[src/rtl/cacc_defines.svh]
// What this block does
// RULE_01: each of the three modules picks its own mode, whatever the other modules do.
// RULE_02: with rising capture enabled, a rising edge on the module pin captures the counter.
// RULE_03: with falling capture enabled, a falling edge on the module pin captures the counter.
// RULE_04: with both capture enables and no compare mode bit set, every pin transition captures.
// RULE_05: the comparator enable gates all compare modes of a module.
// RULE_06: with match enabled, counter equal to the compare register sets the module flag.
// RULE_07: with toggle enabled, each match inverts the module pin.
// RULE_08: toggle plus pulse mode gives a frequency output on the pin.
// RULE_09: pulse mode without toggle gives 8-bit or 16-bit modulation, chosen by the width select.
// RULE_10: the flag interrupt enable masks the module flag onto the interrupt request.
// RULE_11: software must open the global and array interrupt gates before a request is seen; the block has none, IRQ follows the enabled flags.
// RULE_12: the counter only counts while run is set and sets the overflow flag on wrap.
// RULE_13: a capture copies the counter into the module register and sets its flag.
`ifndef CACC_DEFINES_SVH
`define CACC_DEFINES_SVH

// =====================================================================
// register indices (byte address is four times the index)
`define CACC_IDX_CTRL     10'h0D8
`define CACC_IDX_MODE0    10'h0DA
`define CACC_IDX_MODE1    10'h0DB
`define CACC_IDX_MODE2    10'h0DC
`define CACC_IDX_CNT      10'h0E0
`define CACC_IDX_CCR0     10'h0E4
`define CACC_IDX_CCR1     10'h0E5
`define CACC_IDX_CCR2     10'h0E6
`define CACC_IDX_ISTAT    10'h0F0
`define CACC_IDX_IEN      10'h0F1
`define CACC_IDX_ICLR     10'h0F2

// =====================================================================
// mode register fields
`define CACC_BIT_PWM16    7
`define CACC_BIT_ECOM     6
`define CACC_BIT_CAPP     5
`define CACC_BIT_CAPN     4
`define CACC_BIT_MAT      3
`define CACC_BIT_TOG      2
`define CACC_BIT_PWM      1
`define CACC_BIT_ECCF     0

// =====================================================================
// control register fields and reset values
`define CACC_BIT_CF       7
`define CACC_BIT_CR       6
`define CACC_RST_BYTE     8'h00
`define CACC_RST_WORD     16'h0000
`define CACC_RST_MOD      3'h0
`define CACC_CNT_MAX      16'hFFFF
`define CACC_LO_MAX       8'hFF
`define CACC_PAD16        16'h0000
`define CACC_PAD24        24'h00_0000

`endif

[src/rtl/cacc_pkg.sv]
`include "cacc_defines.svh"

package cacc_pkg;

  // =====================================================================
  // operating modes of one module
  typedef enum logic [2:0] {
    MODE_IDLE,
    MODE_CAPTURE,
    MODE_TIMER,
    MODE_HSO,
    MODE_FREQ,
    MODE_PWM8,
    MODE_PWM16
  } cacc_mode_t;

endpackage

[src/rtl/cacc_top.sv]
// Implementation choice: the Avalon-MM interface to the registers.
`timescale 1ns/1ps
`include "cacc_defines.svh"

module cacc_top (
  // clock and reset
  input  wire logic        MCLK,
  input  wire logic        SYS_RST,
  // avalon-mm slave
  input  wire logic [11:0] AVS_ADDRESS,
  input  wire logic        AVS_READ,
  input  wire logic        AVS_WRITE,
  input  wire logic [31:0] AVS_WRITEDATA,
  output      logic [31:0] AVS_READDATA,
  output      logic        AVS_WAITREQUEST,
  // module pins, split into input, output and enable
  input  wire logic [2:0]  MODULE_PIN_I,
  output      logic [2:0]  MODULE_PIN_O,
  output      logic [2:0]  MODULE_PIN_OE,
  // interrupt request
  output      logic        IRQ
);

  // =====================================================================
  // bus handshake

  logic        waitreq_r;
  logic [31:0] rdata_r;
  logic        req;
  logic        acc_done;
  logic        wr_en;
  logic [9:0]  idx;

  // every access takes one wait state, so read data can be registered
  assign req      = AVS_READ | AVS_WRITE;
  assign acc_done = req & ~waitreq_r;
  assign wr_en    = AVS_WRITE & acc_done;
  assign idx      = AVS_ADDRESS[11:2];

  // waitrequest drops for exactly one cycle per request
  always_ff @(posedge MCLK) begin
    if (SYS_RST) begin
      waitreq_r <= 1'b1;
    end else begin
      waitreq_r <= ~(req & waitreq_r);
    end
  end

  // =====================================================================
  // register write strobes

  logic wr_ctrl;
  logic wr_cnt;
  logic wr_ien;
  logic wr_iclr;
  logic [2:0] wr_mode;
  logic [2:0] wr_ccr;

  assign wr_ctrl    = wr_en & (idx == `CACC_IDX_CTRL);
  assign wr_cnt     = wr_en & (idx == `CACC_IDX_CNT);
  assign wr_ien     = wr_en & (idx == `CACC_IDX_IEN);
  assign wr_iclr    = wr_en & (idx == `CACC_IDX_ICLR);
  assign wr_mode[0] = wr_en & (idx == `CACC_IDX_MODE0);
  assign wr_mode[1] = wr_en & (idx == `CACC_IDX_MODE1);
  assign wr_mode[2] = wr_en & (idx == `CACC_IDX_MODE2);
  assign wr_ccr[0]  = wr_en & (idx == `CACC_IDX_CCR0);
  assign wr_ccr[1]  = wr_en & (idx == `CACC_IDX_CCR1);
  assign wr_ccr[2]  = wr_en & (idx == `CACC_IDX_CCR2);

  // =====================================================================
  // mode registers, one per module

  logic [7:0] mode0_r;
  logic [7:0] mode1_r;
  logic [7:0] mode2_r;
  logic [7:0] mode_w [0:2];

  // each module keeps its own mode byte
  always_ff @(posedge MCLK) begin
    if (SYS_RST) begin
      mode0_r <= `CACC_RST_BYTE;
      mode1_r <= `CACC_RST_BYTE;
      mode2_r <= `CACC_RST_BYTE;
    end else begin
      if (wr_mode[0]) mode0_r <= AVS_WRITEDATA[7:0];  // RULE_01
      if (wr_mode[1]) mode1_r <= AVS_WRITEDATA[7:0];
      if (wr_mode[2]) mode2_r <= AVS_WRITEDATA[7:0];
    end
  end

  assign mode_w[0] = mode0_r;
  assign mode_w[1] = mode1_r;
  assign mode_w[2] = mode2_r;

  // =====================================================================
  // shared counter

  logic        run_r;
  logic [15:0] cnt_r;
  logic [15:0] cnt_nxt;
  logic        cnt_wrap;
  logic        lo_wrap;

  // compares only fire on a counting cycle, so a stopped counter
  // sitting on a match does not keep toggling or flagging
  assign cnt_wrap = run_r & (cnt_r == `CACC_CNT_MAX);  // RULE_12
  assign lo_wrap  = run_r & (cnt_r[7:0] == `CACC_LO_MAX);
  assign cnt_nxt  = wr_cnt ? AVS_WRITEDATA[15:0] :
                    run_r  ? cnt_r + 16'h0001 : cnt_r;  // RULE_12

  always_ff @(posedge MCLK) begin
    if (SYS_RST) begin
      cnt_r <= `CACC_RST_WORD;
    end else begin
      cnt_r <= cnt_nxt;
    end
  end

  // =====================================================================
  // mode decode

  // capture needs every compare bit clear; each compare mode also needs
  // the comparator enable, so a half-set mode byte stays idle and never
  // starts driving the pin by accident
  function automatic cacc_pkg::cacc_mode_t cacc_mode_f(input logic [7:0] m);
    cacc_pkg::cacc_mode_t r;
    r = cacc_pkg::MODE_IDLE;
    if (!m[`CACC_BIT_MAT] && !m[`CACC_BIT_TOG] && !m[`CACC_BIT_PWM] &&
        (m[`CACC_BIT_CAPP] || m[`CACC_BIT_CAPN])) begin
      r = cacc_pkg::MODE_CAPTURE;  // RULE_04
    end else if (m[`CACC_BIT_ECOM]) begin  // RULE_05
      if (m[`CACC_BIT_PWM] && m[`CACC_BIT_TOG]) begin
        r = cacc_pkg::MODE_FREQ;  // RULE_08
      end else if (m[`CACC_BIT_PWM]) begin
        r = m[`CACC_BIT_PWM16] ? cacc_pkg::MODE_PWM16 : cacc_pkg::MODE_PWM8;  // RULE_09
      end else if (m[`CACC_BIT_MAT] && m[`CACC_BIT_TOG]) begin
        r = cacc_pkg::MODE_HSO;  // RULE_07
      end else if (m[`CACC_BIT_MAT]) begin
        r = cacc_pkg::MODE_TIMER;  // RULE_06
      end
    end
    return r;
  endfunction

  // =====================================================================
  // per-module capture, compare and pin logic

  logic [15:0] ccr_w [0:2];
  logic [2:0]  flag_set;
  logic [2:0]  pin_q;
  logic [2:0]  oe_q;
  logic [2:0]  eccf;

  genvar gi;
  generate
    for (gi = 0; gi < 3; gi++) begin : g_mod
      cacc_pkg::cacc_mode_t mode;
      logic [7:0]  m;
      logic [15:0] ccr_r;
      logic [15:0] ccr_nxt;
      logic        pin_r;
      logic        pin_nxt;
      logic        oe_r;
      logic        pin_d_r;
      logic        rise;
      logic        fall;
      logic        cap;
      logic        eq16;
      logic        eq8;
      logic        hit;
      logic        flip;
      logic        ftog;
      logic        oe_nxt;

      assign m    = mode_w[gi];
      assign mode = cacc_mode_f(m);  // RULE_01

      // edge detect on the synchronous pin input
      assign rise = MODULE_PIN_I[gi] & ~pin_d_r;
      assign fall = ~MODULE_PIN_I[gi] & pin_d_r;
      assign cap  = (mode == cacc_pkg::MODE_CAPTURE) &
                    ((m[`CACC_BIT_CAPP] & rise) |  // RULE_02 RULE_04
                     (m[`CACC_BIT_CAPN] & fall));  // RULE_03 RULE_04

      // compare terms, all gated by run; hit, flip and ftog also by the comparator enable
      assign eq16 = run_r & (cnt_r == ccr_r);
      assign eq8  = run_r & (cnt_r[7:0] == ccr_r[7:0]);
      assign hit  = m[`CACC_BIT_ECOM] & m[`CACC_BIT_MAT] & eq16;  // RULE_05 RULE_06
      assign flip = (mode == cacc_pkg::MODE_HSO) & eq16;  // RULE_07
      assign ftog = (mode == cacc_pkg::MODE_FREQ) & eq8;  // RULE_08

      assign flag_set[gi] = cap | hit;  // RULE_13 RULE_06
      assign eccf[gi]     = m[`CACC_BIT_ECCF];

      // register update: capture wins over a bus write in the same cycle,
      // frequency mode advances the low byte by the high byte on each toggle,
      // 8-bit modulation reloads the low byte from the high byte at wrap
      always_comb begin
        ccr_nxt = ccr_r;
        if (cap) begin
          ccr_nxt = cnt_r;  // RULE_13
        end else if (wr_ccr[gi]) begin
          ccr_nxt = AVS_WRITEDATA[15:0];
        end else if (ftog) begin
          ccr_nxt[7:0] = ccr_r[7:0] + ccr_r[15:8];  // RULE_08
        end else if ((mode == cacc_pkg::MODE_PWM8) & lo_wrap) begin
          ccr_nxt[7:0] = ccr_r[15:8];  // RULE_09
        end
      end

      // pin level per mode
      always_comb begin
        pin_nxt = pin_r;
        oe_nxt  = 1'b0;
        unique case (mode)
          cacc_pkg::MODE_IDLE,
          cacc_pkg::MODE_CAPTURE,
          cacc_pkg::MODE_TIMER: begin
            pin_nxt = pin_r;
          end
          cacc_pkg::MODE_HSO: begin
            oe_nxt  = 1'b1;
            pin_nxt = flip ? ~pin_r : pin_r;  // RULE_07
          end
          cacc_pkg::MODE_FREQ: begin
            oe_nxt  = 1'b1;
            pin_nxt = ftog ? ~pin_r : pin_r;  // RULE_08
          end
          cacc_pkg::MODE_PWM8: begin
            oe_nxt  = 1'b1;
            pin_nxt = cnt_r[7:0] >= ccr_r[7:0];  // RULE_09
          end
          cacc_pkg::MODE_PWM16: begin
            oe_nxt  = 1'b1;
            pin_nxt = cnt_r >= ccr_r;  // RULE_09
          end
        endcase
      end

      always_ff @(posedge MCLK) begin
        if (SYS_RST) begin
          ccr_r   <= `CACC_RST_WORD;
          pin_r   <= 1'b0;
          oe_r    <= 1'b0;
          pin_d_r <= 1'b0;
        end else begin
          ccr_r   <= ccr_nxt;
          pin_r   <= pin_nxt;
          oe_r    <= oe_nxt;
          pin_d_r <= MODULE_PIN_I[gi];
        end
      end

      assign ccr_w[gi] = ccr_r;
      assign pin_q[gi] = pin_r;
      assign oe_q[gi]  = oe_r;
    end
  endgenerate

  // =====================================================================
  // control flags: hardware set wins over any software clear

  logic       cf_r;
  logic [2:0] ccf_r;
  logic       cf_nxt;
  logic [2:0] ccf_nxt;
  logic       cf_sw;
  logic [2:0] ccf_sw;

  // software value: plain write on control, write-one-to-clear on clear
  assign cf_sw  = (wr_ctrl ? AVS_WRITEDATA[`CACC_BIT_CF] : cf_r) &
                  ~(wr_iclr & AVS_WRITEDATA[`CACC_BIT_CF]);
  assign ccf_sw = (wr_ctrl ? AVS_WRITEDATA[2:0] : ccf_r) &
                  ~({3{wr_iclr}} & AVS_WRITEDATA[2:0]);
  assign cf_nxt  = cnt_wrap | cf_sw;  // RULE_12
  assign ccf_nxt = flag_set | ccf_sw;  // RULE_13

  always_ff @(posedge MCLK) begin
    if (SYS_RST) begin
      cf_r  <= 1'b0;
      ccf_r <= `CACC_RST_MOD;
      run_r <= 1'b0;
    end else begin
      cf_r  <= cf_nxt;
      ccf_r <= ccf_nxt;
      if (wr_ctrl) run_r <= AVS_WRITEDATA[`CACC_BIT_CR];  // RULE_12
    end
  end

  // =====================================================================
  // interrupt: enable register gates status, module bits also need
  // their own flag interrupt enable; the processor gates stay outside

  logic [7:0] ien_r;
  logic [7:0] stat_w;
  logic [7:0] mask_w;
  logic       irq_r;

  assign stat_w = {cf_r, 1'b0, 3'h0, ccf_r};
  assign mask_w = {ien_r[`CACC_BIT_CF], 4'h0, ien_r[2:0] & eccf};  // RULE_10

  always_ff @(posedge MCLK) begin
    if (SYS_RST) begin
      ien_r <= `CACC_RST_BYTE;
      irq_r <= 1'b0;
    end else begin
      if (wr_ien) ien_r <= AVS_WRITEDATA[7:0];
      irq_r <= |(stat_w & mask_w);  // RULE_10
    end
  end

  // =====================================================================
  // read mux; unmapped and write-only addresses read zero

  logic [31:0] rd_word;
  logic [7:0]  ctrl_w;

  assign ctrl_w  = {cf_r, run_r, 3'h0, ccf_r};
  assign rd_word = (idx == `CACC_IDX_CTRL)  ? {`CACC_PAD24, ctrl_w} :
                   (idx == `CACC_IDX_MODE0) ? {`CACC_PAD24, mode0_r} :
                   (idx == `CACC_IDX_MODE1) ? {`CACC_PAD24, mode1_r} :
                   (idx == `CACC_IDX_MODE2) ? {`CACC_PAD24, mode2_r} :
                   (idx == `CACC_IDX_CNT)   ? {`CACC_PAD16, cnt_r} :
                   (idx == `CACC_IDX_CCR0)  ? {`CACC_PAD16, ccr_w[0]} :
                   (idx == `CACC_IDX_CCR1)  ? {`CACC_PAD16, ccr_w[1]} :
                   (idx == `CACC_IDX_CCR2)  ? {`CACC_PAD16, ccr_w[2]} :
                   (idx == `CACC_IDX_ISTAT) ? {`CACC_PAD24, stat_w} :
                   (idx == `CACC_IDX_IEN)   ? {`CACC_PAD24, ien_r} :
                   32'h0000_0000;

  // sampled in the wait cycle so data stands when waitrequest drops
  always_ff @(posedge MCLK) begin
    if (SYS_RST) begin
      rdata_r <= 32'h0000_0000;
    end else if (AVS_READ & waitreq_r) begin
      rdata_r <= rd_word;
    end
  end

  // =====================================================================
  // outputs straight from flops

  assign AVS_READDATA    = rdata_r;
  assign AVS_WAITREQUEST = waitreq_r;
  assign MODULE_PIN_O    = pin_q;
  assign MODULE_PIN_OE   = oe_q;
  assign IRQ             = irq_r;

endmodule

[config.mk]
export PLATFORM = sky130hd
export DESIGN_NAME = cacc_top
export DESIGN_NICKNAME = d
export VERILOG_FILES = /design/src/rtl/cacc_pkg.sv /design/src/rtl/cacc_top.sv
export VERILOG_INCLUDE_DIRS = /design/src /design/src/rtl
export SDC_FILE = /design/constraint.sdc
export NUM_CORES = 1
export LEC_CHECK = 0
export ABC_CLOCK_PERIOD_IN_PS = 5000
export BUFFER_PORTS_ARGS = -buffer_cell sky130_fd_sc_hd__buf_4
export CAP_MARGIN = 5
export CORE_UTILIZATION = 53
export CTS_BUF_LIST = sky130_fd_sc_hd__clkbuf_8 sky130_fd_sc_hd__clkbuf_16
export DETAILED_ROUTE_END_ITERATION = 6
export PLACE_DENSITY = 0.73
export SLEW_MARGIN = 20
export SYNTH_ARGS = -nofsm -noshare
export SYNTH_HDL_FRONTEND = slang
export SYNTH_SLANG_ARGS = --single-unit
[constraint.sdc]
create_clock -name MCLK -period 5 [get_ports MCLK]
set_clock_uncertainty 0.2 [all_clocks]
set_input_delay 1 -clock MCLK [delete_from_list [all_inputs] [get_ports MCLK]]
set_output_delay 1 -clock MCLK [all_outputs]
set_load 0.01 [all_outputs]
==> impl_metrics.prom <==
# TYPE chip_impl_metric gauge
chip_impl_info{name="run_status",value="finished, violations left"} 1
chip_impl_info{name="violations",value="design-rule violations"} 1
chip_impl_info{name="worstSetupEndpointType",value="register"} 1
chip_impl_metric{name="dieArea",unit="sq um"} 18200
chip_impl_metric{name="detail_route.wl_per_cell",unit="microns"} 22.0
chip_impl_metric{name="synth_compound_gate_area_share",unit=""} 0.246
chip_impl_metric{name="cell_count_after_synthesis",unit=""} 1211
chip_impl_metric{name="final_nets",unit=""} 1336
chip_impl_metric{name="die_x",unit="microns"} 135
chip_impl_metric{name="post_cts_buffers",unit=""} 0
chip_impl_metric{name="dr_vias",unit=""} 9474
chip_impl_metric{name="core.rowCount",unit=""} 48
chip_impl_info{name="rsz0062_at_grt",value="false"} 1
chip_impl_metric{name="wire_length_on_met3",unit="microns"} 3140
chip_impl_metric{name="synth.mux.area_fraction",unit=""} 0.0694
chip_impl_info{name="yosysTopAreaCell",value="sky130_fd_sc_hd__dfxtp_1"} 1
chip_impl_metric{name="final_period_minus_worst_setup_slack",unit="ps"} 3460
chip_impl_metric{name="area_delta_synth_final",unit="%"} 11.1
chip_impl_metric{name="start_util",unit=""} 0.542
chip_impl_info{name="hold_path_class",value="register to register"} 1
chip_impl_metric{name="max-vdd-ir-drop",unit="mV"} 0.328
chip_impl_metric{name="detailedRoute.firstIterationViolations",unit=""} 1203
chip_impl_metric{name="grt_first_pass_wirelength",unit="microns"} 48900
chip_impl_metric{name="drt.antenna.violating_nets",unit=""} 0
chip_impl_metric{name="yosys.area_share.xor_xnor",unit=""} 0.0291
chip_impl_info{name="cts-root-buf",value="sky130_fd_sc_hd__clkbuf_16"} 1
chip_impl_metric{name="synth_sequential_area_ratio",unit=""} 0.274
chip_impl_metric{name="slew_viol_final",unit=""} 0
chip_impl_metric{name="grt_antenna_before_repair",unit=""} 0
chip_impl_info{name="final_common_cell",value="sky130_fd_sc_hd__nor2_1"} 1
chip_impl_metric{name="post_cts_resized",unit=""} 0
chip_impl_metric{name="cts-buffers-inserted",unit=""} 17
chip_impl_info{name="synth_top_flop_cell",value="sky130_fd_sc_hd__dfxtp_1"} 1
chip_impl_metric{name="final_layout_size_suffix_gt1_frac",unit=""} 0.102
chip_impl_metric{name="sum_of_routed_wire_segments_on_met1",unit="microns"} 13100
chip_impl_metric{name="number_of_global_route_vias_before_repair",unit=""} 8639
chip_impl_metric{name="final.period_utilization",unit=""} 0.692
chip_impl_metric{name="post-route-drc-count",unit=""} 1
chip_impl_metric{name="post_dp_cell_area",unit="sq um"} 9750
chip_impl_metric{name="total_power",unit="mW"} 2.50
chip_impl_metric{name="number_of_synthesized_register_bits",unit=""} 128
chip_impl_info{name="route.top_layer_used",value="met4"} 1
chip_impl_info{name="tritoncts_clock_tree",value="yes"} 1
chip_impl_metric{name="synth_edf_count",unit=""} 0
chip_impl_metric{name="final_area",unit="sq um"} 10400
chip_impl_metric{name="timing.critical_path.arrival",unit="ps"} 3600
chip_impl_metric{name="grt-ovfl-total",unit=""} 0
chip_impl_metric{name="clock_path_buffers",unit=""} 2
chip_impl_info{name="most_area_consuming_cells_after_synthesis",value="sky130_fd_sc_hd__dfxtp_1, sky130_fd_sc_hd__ha_1, sky130_fd_sc_hd__nor2_1"} 1
chip_impl_metric{name="leakage",unit="nW"} 3.94
chip_impl_metric{name="placeableCoreArea",unit="sq um"} 17200
chip_impl_metric{name="synth_top_cell_area_share",unit=""} 0.274
chip_impl_metric{name="finalCoreUtilization",unit=""} 0.602
chip_impl_metric{name="yosysWarnings",unit=""} 0
chip_impl_metric{name="htreeDepth",unit=""} 4
chip_impl_metric{name="grt_use_total",unit=""} 0.359
chip_impl_metric{name="num_io_pins",unit=""} 91
chip_impl_metric{name="clock.fmax",unit="MHz"} 289
chip_impl_metric{name="place_hpwl",unit="microns"} 23100
chip_impl_metric{name="routed_wl",unit="microns"} 32000
chip_impl_info{name="critPathKind",value="primary input to register"} 1
chip_impl_metric{name="setup_viol",unit=""} 0
chip_impl_metric{name="port_buffers",unit=""} 56
chip_impl_metric{name="critical_path_required",unit="ps"} 5140
chip_impl_metric{name="met2RoutedLength",unit="microns"} 14200
chip_impl_metric{name="timing.final.hold_violations",unit=""} 0
chip_impl_metric{name="power_per_cell_area",unit="nW/um^2"} 241
chip_impl_metric{name="die_span_y",unit="microns"} 135
chip_impl_metric{name="clk_latency",unit="ps"} 440
chip_impl_metric{name="synth-adder-area-share",unit=""} 0.100
chip_impl_metric{name="post_synth_and_or_nand_nor_area_fraction",unit=""} 0.205
chip_impl_metric{name="max-slew-margin-rel",unit=""} 0.403
chip_impl_metric{name="worst-slew-pin-transition",unit="ps"} 893
chip_impl_metric{name="synth.distinct_cells",unit=""} 69
chip_impl_metric{name="drt-vias-per-instance",unit=""} 6.53
chip_impl_metric{name="instances_no_fill",unit=""} 1450
chip_impl_metric{name="cap_viol_max_count",unit=""} 0
chip_impl_metric{name="cts_hold_buf",unit=""} 0
chip_impl_info{name="mostFrequentLayoutCells",value="sky130_fd_sc_hd__nor2_1, sky130_fd_sc_hd__dfxtp_1, sky130_fd_sc_hd__nand2_1"} 1
chip_impl_metric{name="antenna-diode-count",unit=""} 0
chip_impl_metric{name="pin_count_of_the_biggest_net_entering_global_routing",unit=""} 62
chip_impl_metric{name="post_synthesis_instance_area",unit="sq um"} 9340
chip_impl_metric{name="post-place-cells",unit=""} 1418
chip_impl_metric{name="synth_area_per_cell",unit="sq um"} 7.71
chip_impl_metric{name="clk_pin_slew",unit="ps"} 60
chip_impl_metric{name="gpl.final_weighted_congestion",unit=""} 1.00
chip_impl_metric{name="synth-async-reset-ratio",unit=""} 0
chip_impl_metric{name="setup_total_negative_slack",unit="ps"} 0
chip_impl_info{name="critPathLaunchType",value="primary input"} 1
chip_impl_metric{name="cp_max_fo",unit=""} 38
chip_impl_metric{name="clock_sink_count",unit=""} 128
chip_impl_metric{name="detail_route.first_pass.iterations",unit=""} 7
chip_impl_info{name="main_combinational_cell_family_by_area_after_synthesis",value="compound AO/OA/AOI/OAI gates"} 1
worst max-delay path: stages:
cell and delay [ps]:
sky130_fd_sc_hd__buf_4 340, sky130_fd_sc_hd__or4b_1 680, sky130_fd_sc_hd__nor4_4 290, sky130_fd_sc_hd__buf_4 300
sky130_fd_sc_hd__nor2_2 130, sky130_fd_sc_hd__and3_1 240, sky130_fd_sc_hd__a222oi_1 310, sky130_fd_sc_hd__nor2_1 80
sky130_fd_sc_hd__a41o_1 210
area by class of cell:
type / count / area, sq um
clock buffer: 18 / 439
clock inverter: 14 / 180
fill: 1573 / 6870
inverter: 59 / 221
multi-input combinational: 934 / 6140
sequential: 128 / 2560
tap: 225 / 282
timing repair buffer: 72 / 541
metrics by stage:
stage / setup WS, ps / hold slack (ps)
3_5_place_dp: 1170 / 276
5_1_grt: 1420 / 326
3_3_place_gp: 1160 / 261
2_1_floorplan: 1760 / 254
4_1_cts: 1590 / 292
6_report: 1540 / 295
final timing paths:
| path | start | end | slack (ps) | cells past startpoint |
|---|---|---|---|---|
| min | g_mod[2].ccr_r[5] | g_mod[2].ccr_r[5] | 290 | 2 |
| max | AVS_ADDRESS[3] | g_mod[2].ccr_r[7] | 1540 | 9 |
| max reg2reg | cnt_r[1] | g_mod[2].ccr_r[7] | 1700 | 8 |
| min reg2reg | g_mod[2].ccr_r[5] | g_mod[2].ccr_r[5] | 290 | 2 |
cells by family after synthesis:
group,Yosys count
flops,128
xor+xnor,31
compound gates,343
other cells,1
mux,64
simple gates,407
buf+inv,164
fa+ha+maj,73
cells in the mapped netlist, types with 11 or more instances:
master                     instances
sky130_fd_sc_hd__nand4_1          21
sky130_fd_sc_hd__o21ai_0          58
sky130_fd_sc_hd__ha_1             70
sky130_fd_sc_hd__buf_4            22
sky130_fd_sc_hd__a31oi_1          14
sky130_fd_sc_hd__inv_1            59
sky130_fd_sc_hd__nor3_1           12
sky130_fd_sc_hd__mux2i_1          58
sky130_fd_sc_hd__nor2b_1          16
sky130_fd_sc_hd__o211ai_1         19
sky130_fd_sc_hd__a211oi_1         39
sky130_fd_sc_hd__clkbuf_1         73
sky130_fd_sc_hd__nand2_1          97
sky130_fd_sc_hd__nor2_1          163
sky130_fd_sc_hd__xnor2_1          17
sky130_fd_sc_hd__a311oi_1         19
sky130_fd_sc_hd__xor2_1           14
sky130_fd_sc_hd__a22oi_1          11
sky130_fd_sc_hd__a21oi_1          93
sky130_fd_sc_hd__and3_1           15
sky130_fd_sc_hd__o221ai_1         12
sky130_fd_sc_hd__nand3_1          26
sky130_fd_sc_hd__dfxtp_1         128
metal layers:
metal  track usage  vias to the layer above
met2         0.563                      535
met1         0.466                     4452
li1              -                     4388
met5             0                        -
met3        0.0691                       99
met4         0.189                        0
flip-flops by register name, summed over array words and instances (netlist names):
register,cells
cf_r,1
ccf_r,3
cnt_r,16
g_mod.pin_d_r,3
ien_r,8
g_mod.pin_r,3
run_r,1
AVS_READDATA,16
g_mod.m,24
IRQ,1
g_mod.oe_r,3
g_mod.ccr_r,48
AVS_WAITREQUEST,1
power by group:
group | total [mW] | internal, mW | switching, mW | leakage, nW
clock | 1.33 | 0.803 | 0.522 | 0.286
combinational | 0.144 | 0.0418 | 0.102 | 2.62
sequential | 1.03 | 1.02 | 0.00488 | 1.03
total | 2.50 | 1.87 | 0.630 | 3.94
Note: power is estimated with default switching activity, not from simulation.
